**src/rtl/fgr_pkg.sv**
```systemverilog
// Package for the fast address-line-20 gate and alternate reset port.
// Assumes a single 100 MHz device clock.
`default_nettype none

package fgr_pkg;

	// ------------------------------------------------------------------
	// Port map
	// ------------------------------------------------------------------
	localparam logic [15:0] FGR_PORT_ADDR     = 16'h0092;
	localparam logic [7:0]  FGR_PORT_RESET    = 8'h24;
	localparam int          FGR_CFG_EN_BIT    = 2;
	localparam int          FGR_BIT_ALT_RST   = 0;
	localparam int          FGR_BIT_ALT_ADDR20_GATE   = 1;
	localparam logic [7:0]  FGR_FIXED_MASK    = 8'hFC;
	localparam logic [7:0]  FGR_FIXED_VALUE   = 8'h24;

	// ------------------------------------------------------------------
	// Timing
	// ------------------------------------------------------------------
	localparam int CLK_PERIOD_NS   = 10;
	localparam int RST_DELAY_NS    = 14000;
	localparam int RST_WIDTH_NS    = 6000;
	localparam int RST_DELAY_CYC   =
		(RST_DELAY_NS + CLK_PERIOD_NS - 1) / CLK_PERIOD_NS;
	localparam int RST_WIDTH_CYC   =
		(RST_WIDTH_NS + CLK_PERIOD_NS - 1) / CLK_PERIOD_NS;
	localparam int FGR_CNT_W       = 12;

	// ------------------------------------------------------------------
	// Types
	// ------------------------------------------------------------------
	typedef struct packed {
		logic        rd;
		logic        wr;
		logic [15:0] addr;
		logic [7:0]  wdata;
	} fgr_io_req_type;

	typedef enum logic [2:0] {
		FGR_IDLE  = 3'b001,
		FGR_DELAY = 3'b010,
		FGR_PULSE = 3'b100
	} fgr_pulse_state_type;

endpackage

`default_nettype wire

```
**src/rtl/fgr_port.sv**
```systemverilog
// Fast address-line-20 gate and alternate CPU reset port, top level.
// Assumes host I/O strobes are one-cycle pulses on the device clock and
// the keyboard-controller signals arrive from another domain.
//
// Contract
// - Port decoded only while config enable bit 2 is set.
// - Reserved bits read fixed 0x24 pattern; writes to them ignored.
// - Bit 1 drives alternate A20 gate; reads back last written.
// - Bit 0 clears on system reset; otherwise host read/write.
// - Bit-field text: 500 ns delay, 1 us low pulse; code uses the 14 us delay and 6 us pulse instead.
// - Functional text: at least 14 us delay, 6 us pulse.
// - One pulse per arming; bit 0 must return to 0 first.
// - Alternate reset output inactive high after reset.
// - If enabled, AND alternate and controller resets; set polarity.
// - A20 mask output is OR of controller gate and alternate gate.
// - Alternate A20 gate is low after reset.
// - Controller A20 gate taken from port bit twenty-one.
`default_nettype none

module fgr_port
	import fgr_pkg::*;
#(
	parameter int DELAY_CYC = RST_DELAY_CYC,
	parameter int WIDTH_CYC = RST_WIDTH_CYC
) (
	// Clock and reset
	input  wire logic           clk_i,
	input  wire logic           rst_i,
	// Host I/O access
	input  wire fgr_io_req_type io_req_i,
	output logic                io_hit_o,
	output logic [7:0]          io_rdata_o,
	// Configuration
	input  wire logic [7:0]     fast_reset_a20_config_i,
	input  wire logic           kbd_reset_invert_i,
	// Keyboard controller
	input  wire logic           kbc_port_bit_twentyone_i,
	input  wire logic           kbc_reset_n_i,
	// Outputs
	output logic                alt_addr20_gate_o,
	output logic                alt_cpu_reset_n_o,
	output logic                cpu_addr20_mask_n_o,
	output logic                keyboard_reset_out_o
);

	// ------------------------------------------------------------------
	// Input synchronisers
	// ------------------------------------------------------------------
	logic kbc_a20_s;
	logic kbc_rst_s;

	fgr_sync u_sync_a20 (
		.clk_i (clk_i),
		.rst_i (rst_i),
		.d_i   (kbc_port_bit_twentyone_i),
		.q_o   (kbc_a20_s)
	);

	fgr_sync u_sync_rst (
		.clk_i (clk_i),
		.rst_i (rst_i),
		// Inverted so the synchroniser's reset value means no reset
		.d_i   (~kbc_reset_n_i),
		.q_o   (kbc_rst_s)
	);

	// ------------------------------------------------------------------
	// Register access
	// ------------------------------------------------------------------
	logic       port_en;
	logic       hit;
	logic       a20_reg;
	logic       a20_next;
	logic       rst_bit_reg;
	logic       rst_bit_next;
	logic       arm;
	logic [7:0] rdata_reg;
	logic [7:0] rdata_next;

	assign port_en = fast_reset_a20_config_i[FGR_CFG_EN_BIT];
	assign hit     = port_en && (io_req_i.addr == FGR_PORT_ADDR);

	always_comb begin
		a20_next     = a20_reg;
		rst_bit_next = rst_bit_reg;
		rdata_next   = rdata_reg;
		arm          = 1'b0;
		if (hit && io_req_i.wr) begin
			a20_next     = io_req_i.wdata[FGR_BIT_ALT_ADDR20_GATE];
			rst_bit_next = io_req_i.wdata[FGR_BIT_ALT_RST];
			// Only a 0-to-1 change arms a new pulse
			arm = io_req_i.wdata[FGR_BIT_ALT_RST] && !rst_bit_reg;
		end
		if (hit && io_req_i.rd) begin
			rdata_next = (FGR_FIXED_VALUE & FGR_FIXED_MASK)
				| {6'h00, a20_reg, rst_bit_reg};
		end
	end

	always_ff @(posedge clk_i or posedge rst_i) begin
		if (rst_i) begin
			a20_reg     <= FGR_PORT_RESET[FGR_BIT_ALT_ADDR20_GATE];
			rst_bit_reg <= FGR_PORT_RESET[FGR_BIT_ALT_RST];
			rdata_reg   <= FGR_PORT_RESET;
		end else begin
			a20_reg     <= a20_next;
			rst_bit_reg <= rst_bit_next;
			rdata_reg   <= rdata_next;
		end
	end

	assign io_hit_o   = hit && (io_req_i.rd || io_req_i.wr);
	assign io_rdata_o = rdata_reg;

	// ------------------------------------------------------------------
	// Alternate reset pulse
	// ------------------------------------------------------------------
	// Functional-text figures are used: they cover the shorter ones too
	logic alt_rst_n;

	fgr_pulse_gen #(
		.DELAY_CYC (DELAY_CYC),
		.WIDTH_CYC (WIDTH_CYC)
	) u_pulse (
		.clk_i     (clk_i),
		.rst_i     (rst_i),
		.arm_i     (arm),
		.pulse_n_o (alt_rst_n),
		.busy_o    ()
	);

	// ------------------------------------------------------------------
	// Output combination
	// ------------------------------------------------------------------
	logic mask_n_reg;
	logic mask_n_next;
	logic kres_reg;
	logic kres_next;

	always_comb begin
		mask_n_next = kbc_a20_s | a20_reg;
		kres_next   = ~kbc_rst_s;
		if (port_en) begin
			kres_next = alt_rst_n & ~kbc_rst_s;
		end
		kres_next = kres_next ^ kbd_reset_invert_i;
	end

	always_ff @(posedge clk_i or posedge rst_i) begin
		if (rst_i) begin
			mask_n_reg <= 1'b0;
			kres_reg   <= 1'b1;
		end else begin
			mask_n_reg <= mask_n_next;
			kres_reg   <= kres_next;
		end
	end

	assign alt_addr20_gate_o    = a20_reg;
	assign alt_cpu_reset_n_o    = alt_rst_n;
	assign cpu_addr20_mask_n_o  = mask_n_reg;
	assign keyboard_reset_out_o = kres_reg;

endmodule

`default_nettype wire

```
**src/rtl/fgr_pulse_gen.sv**
```systemverilog
// Delayed, timed active-low pulse, one per arming.
// Assumes arm_i is a one-cycle pulse on a 0-to-1 write of the reset bit.
`default_nettype none

module fgr_pulse_gen
	import fgr_pkg::*;
#(
	parameter int DELAY_CYC = RST_DELAY_CYC,
	parameter int WIDTH_CYC = RST_WIDTH_CYC
) (
	// Clock and reset
	input  wire logic clk_i,
	input  wire logic rst_i,
	// Control
	input  wire logic arm_i,
	output logic      pulse_n_o,
	output logic      busy_o
);

	fgr_pulse_state_type   state_reg;
	fgr_pulse_state_type   state_next;
	logic [FGR_CNT_W-1:0]  cnt_reg;
	logic [FGR_CNT_W-1:0]  cnt_next;
	logic                  out_n_reg;
	logic                  out_n_next;

	always_comb begin
		state_next = state_reg;
		cnt_next   = cnt_reg;
		out_n_next = 1'b1;
		case (state_reg)
			FGR_IDLE: begin
				if (arm_i) begin
					state_next = FGR_DELAY;
					cnt_next   = FGR_CNT_W'(DELAY_CYC - 1);
				end
			end
			FGR_DELAY: begin
				if (cnt_reg == '0) begin
					state_next = FGR_PULSE;
					cnt_next   = FGR_CNT_W'(WIDTH_CYC - 1);
					out_n_next = 1'b0;
				end else begin
					cnt_next = cnt_reg - 1'b1;
				end
			end
			FGR_PULSE: begin
				if (cnt_reg == '0) begin
					state_next = FGR_IDLE;
				end else begin
					cnt_next   = cnt_reg - 1'b1;
					out_n_next = 1'b0;
				end
			end
			default: begin
				state_next = FGR_IDLE;
			end
		endcase
	end

	always_ff @(posedge clk_i or posedge rst_i) begin
		if (rst_i) begin
			state_reg <= FGR_IDLE;
			cnt_reg   <= '0;
			out_n_reg <= 1'b1;
		end else begin
			state_reg <= state_next;
			cnt_reg   <= cnt_next;
			out_n_reg <= out_n_next;
		end
	end

	assign pulse_n_o = out_n_reg;
	assign busy_o    = (state_reg != FGR_IDLE);

endmodule

`default_nettype wire

```
**src/rtl/fgr_sync.sv**
```systemverilog
// Two-flip-flop synchroniser for one level.
// Assumes the input comes from outside the clock domain.
`default_nettype none

module fgr_sync
	import fgr_pkg::*;
(
	// Clock and reset
	input  wire logic clk_i,
	input  wire logic rst_i,
	// Level
	input  wire logic d_i,
	output logic      q_o
);

	logic meta_reg;
	logic sync_reg;

	always_ff @(posedge clk_i or posedge rst_i) begin
		if (rst_i) begin
			meta_reg <= 1'b0;
			sync_reg <= 1'b0;
		end else begin
			meta_reg <= d_i;
			sync_reg <= meta_reg;
		end
	end

	assign q_o = sync_reg;

endmodule

`default_nettype wire

```
**config.mk**
```make
export PLATFORM = sky130hd
export DESIGN_NAME = fgr_port
export DESIGN_NICKNAME = d
export VERILOG_FILES = /design/src/rtl/fgr_pkg.sv /design/src/rtl/fgr_port.sv /design/src/rtl/fgr_pulse_gen.sv /design/src/rtl/fgr_sync.sv
export SDC_FILE = /design/constraint.sdc
export NUM_CORES = 1
export LEC_CHECK = 0
export ABC_CLOCK_PERIOD_IN_PS = 2400
export BUFFER_PORTS_ARGS = -buffer_cell sky130_fd_sc_hd__buf_2
export CAP_MARGIN = 20
export CORE_ASPECT_RATIO = 0.75
export CORE_MARGIN = 10
export CORE_UTILIZATION = 25
export DETAILED_ROUTE_END_ITERATION = 10
export SLEW_MARGIN = 20
export SYNTH_ARGS = -nofsm -noshare
export SYNTH_HDL_FRONTEND = slang
export SYNTH_SLANG_ARGS = --single-unit
```
**constraint.sdc**
```tcl
create_clock -name clk_i -period 2.4 [get_ports clk_i]
set_input_delay 0.12 -clock clk_i [delete_from_list [all_inputs] [get_ports clk_i]]
set_output_delay 0.12 -clock clk_i [all_outputs]
set_load 0.02 [all_outputs]
```
==> run_results.csv, run 1 <==
group,metric,value,unit
synth,async_reset_ff_frac,1.000,
grt,gr-total-overflow,0,
power_and_ir_drop,switching_share,0.2013,
grt,grt_usage,0.07007,
floorplanning,fp.dieW,106.8,µm
worst_setup_path,slowest_stage,"dfstp_2",
worst_setup_path,crit_chain,"or4b_4, or4_4, a221o_1, nand2_1",
synth,ys.flop_type,"dfrtp_1",
cts,cts_buffers,3,
drt,vias_per_cell,4.475,
cells_and_area,final_nets,224,
worst_setup_path,r2r_setup_slack,0.32,ns
floorplanning,initial_core_util,0.2609,
power_and_ir_drop,vdd_drop_max,0.0002309,V
cells_and_area,final_cell_mix,"32 x buf_2, 23 x dfrtp_1, 14 x nand2_1, 10 x nor2_1, 9 x nor3_1",
worst_setup_path,critical_path_class,"reg2reg",
worst_setup_path,critPathTopFamily,"simple AND/OR/NAND/NOR gates",
grt,grt_pass1_vias,1134,
power_and_ir_drop,seqPwrFrac,0.513,
synth,synthTopCellsByArea,"dfrtp_1 41%, dfstp_2 5.6%, nand2_1 3.7%, nor3_1 3.2%, buf_4 3.2%",
cts,clkLatencyLatePin,0.27,ns
synth,avgSynthCellArea,10.15,µm²
sta,layout_setup_ws,0.3243,ns
placed_design,pre_cts_slack,0.3213,ns
sta,fin_hold_ws,0.07762,ns
synth,ys_warn_count,0,
cts,path_clk_slew,0.09,ns
grt,grt_pass1_wl,5340,µm
min_path,hold_path.class,"in2reg",
grt,antenna_found_initial,0,
drt,wl_per_cell,12.60,µm
drt,detail-route-antenna-nets,0,
cells_and_area,mostFrequentLayoutCell,"buf_2",
worst_setup_path,crit_path_start_kind,"flip-flop",
worst_setup_path,critPathArrivalTime,2.29,ns
worst_setup_path,critPathBufInv,0,
cts,cts_sinks,26,
placed_design,port_buffers,32,
power_and_ir_drop,p_sw,0.1753,mW
sta,timing.fmax,481.8,MHz
cells_and_area,syn2layout_area_growth,26.95,%
synth,postSynthCellCount,139,
synth,syn_area,1411,µm²
synth,yosysSeqAreaShare,0.4637,
placed_design,gp_congestion,0.8275,
cells_and_area,drive_gt1_frac,0.3022,
floorplanning,fp-row-count,23,
drt,drc_errors,0,
cells_and_area,fin_cells,257,
drt,drt_iter0_markers,57,
worst_setup_path,critPathCaptureType,"flip-flop",
drt,drt-pass1-iter-count,4,
placed_design,place_inst,249,
floorplanning,die_area,9082,µm²
cells_and_area,antenna-diode-count,0,
cts,cts_root_buffer,"clkbuf_8",
power_and_ir_drop,clockPowerShare,0.416,
job,maxCapViolations,0,
sta,final.setup.tns,0,ns
synth,ys_ff_latch,26,
status,status,"finished clean",
cts,htreeDepth,1,
cells_and_area,largest_reg_flops,12,
cts,cts_resized,0,
power_and_ir_drop,power.density,485.9,nW/µm²
worst_setup_path,worst_path_largest_cell_delay,0.56,ns
worst_setup_path,critPathMaxFanout,4,
floorplanning,boundaryPins,52,
power_and_ir_drop,internal-power,0.6953,mW
drt,num_vias,1150,
cts,cts_tree,"built",
placed_design,hpwl,2615,µm
drt,finalWirelength,3239,µm
synth,synth_area_leader_cell,"dfrtp_1",
sta,min_period_over_period,0.8649,
synth,synth_edf_count,0,
synth,yosys.area.top_type_share,0.4078,
power_and_ir_drop,pwr-share-comb,0.071,
sta,relSlewSlack,0.4037,
sta,tightest_slew,0.8890,ns
floorplanning,fp.coreArea,5410,µm²
sta,final-setup-viol-count,0,
sta,fin_skew,0.002778,ns
cts,clockBufferDepth,2,
power_and_ir_drop,p_leak,0.7759,nW
sta,drv_slew,0,
grt,grt_start_max_net_pins,27,
worst_setup_path,worstPathRequired,2.61,ns
floorplanning,die_y,85.07,µm
sta,period_needed,2.076,ns
sta,grt_setup_unrepaired,"no",
synth,ys_types,41,
sta,hold_viol,0,
==> synth_stat cells (2+ instances only) <==
library cell and instances:
a211o_1 2, a21o_1 2, a21oi_1 5, a22o_1 3
and2_1 2, buf_4 6, clkbuf_1 2, conb_1 2
dfrtp_1 23, dfstp_2 3, ha_1 2, inv_1 7
mux2_1 4, mux2_2 2, mux2i_1 2, nand2_1 14
nand2b_1 2, nand3_1 2, nand4_1 2, nand4bb_1 3
nor2_1 10, nor3_1 9, nor4_1 4, nor4_4 2
nor4b_1 2, o21ai_0 3, o22ai_1 2, o31ai_1 2
or3_1 2, or4_4 2
==> metrics by stage <==
| stage | instance area [µm²] | total power [mW] | utilization |
|---|---|---|---|
| 3_5_place_dp | 1680 | 0.5128 | 0.3106 |
| 6_report | 1792 | 0.8706 | 0.3312 |
| 4_1_cts | 1782 | 0.8816 | 0.3293 |
| 2_1_floorplan | 1426 | 0.4879 | - |
| 5_1_grt | 1792 | 0.9084 | 0.3312 |
| 3_3_place_gp | 1680 | 0.5116 | 0.3106 |
==> cell type report <==
class | instances | area, µm²
Clock inverter | 1 | 30.03
Tap cell | 75 | 93.84
Timing Repair Buffer | 43 | 252.7
Fill cell | 569 | 3618
Clock buffer | 3 | 41.29
Multi-Input combinational cell | 102 | 693.2
Sequential cell | 26 | 654.4
Inverter | 7 | 26.28
==> worst paths after layout <==
check / startpoint / endpoint / cells past startpoint
max: u_pulse.state_reg[0] / u_pulse.cnt_reg[4] / 4
min in group asynchronous: rst_i / u_pulse.cnt_reg[3] / 3
max reg2reg: u_pulse.state_reg[0] / u_pulse.cnt_reg[4] / 4
min reg2reg: u_sync_a20.meta_reg / u_sync_a20.q_o / 0
max in group asynchronous: rst_i / keyboard_reset_out_o / 4
min: io_req_i[1] / alt_addr20_gate_o / 2
==> worst reg2reg max path, cell delays in order (launching register included) <==
cell and delay [ns]:
dfstp_2 0.56, or4b_4 0.49, or4_4 0.54, a221o_1 0.36
nand2_1 0.06
==> repair_timing <==
action                    4_1_cts  5_1_grt
hold endpoints to repair        3       23
hold buffers                    3        1
setup buffers                   0        0
==> kinds of logic after synthesis <==
kind of cell             Yosys count  synth area share
XOR/XNOR                           1          0.006207
adder cells (fa/ha/maj)            2           0.01773
flip-flops                        26            0.4637
AND/OR/NAND/NOR                   60            0.2615
AO/OA/AOI/OAI                     25            0.1277
other                              2          0.005321
multiplexers                       8           0.06205
buffers and inverters             15           0.05585
==> per-layer routing <==
metal  wire length [µm]  part of all wire  track usage  vias to the layer above
li1                   -                 -            -                      578
met1               1619              0.50      0.09526                      538
met2               1358              0.42       0.1008                       32
met3                241             0.074      0.02870                        2
met4                 19            0.0059      0.01472                        0
met5                  0                 0            0                        -
==> power by group through the flow <==
stage          Clock [mW]  Combinational (mW)  Sequential, mW
6_report            0.362              0.0619           0.446
2_1_floorplan           0              0.0296           0.458
5_1_grt             0.392              0.0696           0.447
4_1_cts             0.374              0.0617           0.446
3_3_place_gp            0              0.0570           0.455
3_5_place_dp            0              0.0580           0.455
(Power assumes the default switching activity.)
==> run 2: changes to the inputs <==
--- a/config.mk
+++ b/config.mk
@@ -5,6 +5,7 @@
 export SDC_FILE = /design/constraint.sdc
 export NUM_CORES = 1
 export LEC_CHECK = 0
+export ABC_AREA = 1
 export ABC_CLOCK_PERIOD_IN_PS = 2400
 export BUFFER_PORTS_ARGS = -buffer_cell sky130_fd_sc_hd__buf_2
 export CAP_MARGIN = 20
==> run_results.csv, run 2 <==
group,metric,value,unit
synth,synth_edf_count,0,
synth,synthTopCellsByArea,"dfrtp_1 33%, nand2_1 19%, nand3_1 7.8%, inv_1 7.1%, nor2_1 6.3%",
synth,async_reset_ff_frac,1.000,
placed_design,gp_congestion,0.9221,
drt,num_vias,1630,
cells_and_area,multiInputGateArea,884.6,µm²
sta,fin_skew,0.001849,ns
cells_and_area,antenna-diode-count,0,
cells_and_area,final_nets,335,
cts,cts_tree,"built",
synth,yosysSeqAreaShare,0.3771,
floorplanning,boundaryPins,52,
synth,syn_area,1735,µm²
cells_and_area,largest_reg_flops,12,
sta,final.setup.tns,0,ns
worst_setup_path,reg2reg_depth,10,
drt,drt-pass1-iter-count,4,
synth,synth_area_leader_cell,"dfrtp_1",
job,maxCapViolations,0,
cts,cts_resized,0,
worst_setup_path,critPathCaptureType,"flip-flop",
cells_and_area,seqCellArea,654.4,µm²
grt,grt_pass1_vias,1531,
drt,detail-route-antenna-nets,0,
synth,yosys-top-cells-count,"90 x nand2_1, 33 x inv_1, 29 x nor2_1, 27 x nand3_1, 23 x dfrtp_1",
synth,ys_warn_count,0,
synth,ys_ff_latch,26,
sta,final-setup-viol-count,0,
grt,antenna_found_initial,0,
cts,cts_buffers,3,
sta,min_period_over_period,0.7735,
placed_design,hpwl,3277,µm
grt,grt_pass1_wl,7155,µm
synth,postSynthCellCount,257,
floorplanning,die_y,92.16,µm
sta,grt_setup_unrepaired,"no",
synth,synth.most_common_cell,"nand2_1",
drt,finalWirelength,4264,µm
cells_and_area,mostFrequentLayoutCell,"nand2_1",
synth,ys_types,28,
worst_setup_path,critPathMaxFanout,13,
power_and_ir_drop,p_leak,1.095,nW
drt,vias_per_cell,4.324,
floorplanning,fp-row-count,26,
cells_and_area,final_cell_mix,"90 x nand2_1, 33 x inv_1, 32 x buf_2, 29 x nor2_1, 27 x nand3_1",
cts,cts_sinks,26,
synth,yosys.area.top_type_share,0.3317,
cts,cts_root_buffer,"clkbuf_8",
floorplanning,fp.coreArea,6766,µm²
cts,clockBufferDepth,2,
cells_and_area,drive_gt1_frac,0.1843,
power_and_ir_drop,power.density,867.1,nW/µm²
sta,tightest_slew,0.5591,ns
worst_setup_path,worstPathRequired,2.62,ns
placed_design,port_buffers,32,
sta,period_needed,1.856,ns
cts,cts_setup_buffers,0,
grt,grt_usage,0.08147,
floorplanning,fp.dieW,116.2,µm
cts,clkLatencyLatePin,0.27,ns
min_path,whs_path_depth,3,
sta,hold_viol,0,
cells_and_area,syn2layout_area_growth,17.52,%
floorplanning,initial_core_util,0.2565,
drt,wl_per_cell,11.31,µm
cells_and_area,fill_cells,729,
min_path,hold_path.class,"in2reg",
worst_setup_path,crit_path_start_kind,"flip-flop",
drt,drt_iter0_markers,89,
status,status,"finished clean",
cts,htreeDepth,1,
floorplanning,die_area,10710,µm²
cts,path_clk_slew,0.09,ns
grt,grt_start_max_net_pins,27,
drt,drc_errors,0,
synth,avgSynthCellArea,6.753,µm²
grt,gr-total-overflow,0,
synth,ys.flop_type,"dfrtp_1",
cts,ctsHoldBuffers,4,
placed_design,placed_area,1944,µm²
worst_setup_path,critical_path_class,"reg2reg",
sta,relSlewSlack,0.6263,
power_and_ir_drop,vdd_drop_max,0.0002533,V
sta,drv_slew,0,
sta,timing.fmax,538.7,MHz
worst_setup_path,critPathArrivalTime,2.07,ns
cells_and_area,final_area,2039,µm²
## run 2: worst paths after layout
path,from,endpoint,slack [ns]
min in group asynchronous,rst_i,u_sync_a20.meta_reg,0.43
setup reg to reg,u_pulse.cnt_reg[0],u_pulse.cnt_reg[3],0.54
max in group asynchronous,rst_i,u_pulse.pulse_n_o,1.67
hold / removal,io_req_i[1],alt_addr20_gate_o,0.08
setup / recovery,u_pulse.cnt_reg[0],u_pulse.cnt_reg[3],0.54
hold reg to reg,u_sync_rst.meta_reg,u_sync_rst.q_o,0.36
## run 2: layout make-up
type	instances	share of cell area
Multi-Input combinational cell	191	0.4337
Tap cell	84	0.05153
Sequential cell	26	0.3209
Timing Repair Buffer	37	0.1018
Clock buffer	4	0.02699
Inverter	35	0.06503
## run 2: logic make-up (layout without fill, tap and decap cells)
| group | after synthesis | count (layout) | share of synthesized area |
|---|---|---|---|
| flops | 26 | 26 | 0.3771 |
| xor+xnor | 4 | 4 | 0.02019 |
| fa+ha+maj | 2 | 2 | 0.01442 |
| simple gates | 171 | 171 | 0.4355 |
| buf+inv | 44 | 76 | 0.1218 |
| other cells | 2 | 6 | 0.004327 |
| compound gates | 8 | 8 | 0.02667 |
## run 2: per-layer routing
layer,global-route usage,vias to the layer above,share of wire
li1,-,864,-
met1,0.1107,726,0.52
met2,0.1253,35,0.42
met3,0.01693,5,0.048
met4,0.02599,0,0.013
met5,0,-,0
## run 2: worst max-delay path, cell delays in order (launching register included)
cell	delay, ns
dfrtp_1	0.41
inv_1	0.16
ha_1	0.22
inv_1	0.07
nor3_1	0.23
nand3_1	0.14
o21ai_2	0.08
inv_2	0.15
nand2_4	0.21
nand2_1	0.07
nand2_1	0.06
## run 2: metrics by stage
step / hold slack, ns / worst slack (ns) / util / total power [mW] / std cells
finish: 0.08340 / 0.5437 / 0.3014 / 1.768 / 377
global route: 0.08621 / 0.4031 / 0.3014 / 1.936 / 377
CTS: 0.07938 / 0.5532 / 0.3014 / 1.781 / 377
detailed placement: 0.1950 / 0.5694 / 0.2874 / 1.482 / 369
global placement: 0.2017 / 0.5927 / 0.2874 / 1.469 / 369
floorplan: 0.1514 / 0.8994 / - / 1.349 / 261
## run 2: power by group
group,internal (mW),switching (mW),leakage (nW)
clock,0.147,0.141,0.0288
combinational,0.265,0.550,0.747
sequential,0.542,0.123,0.319
total,0.954,0.814,1.09
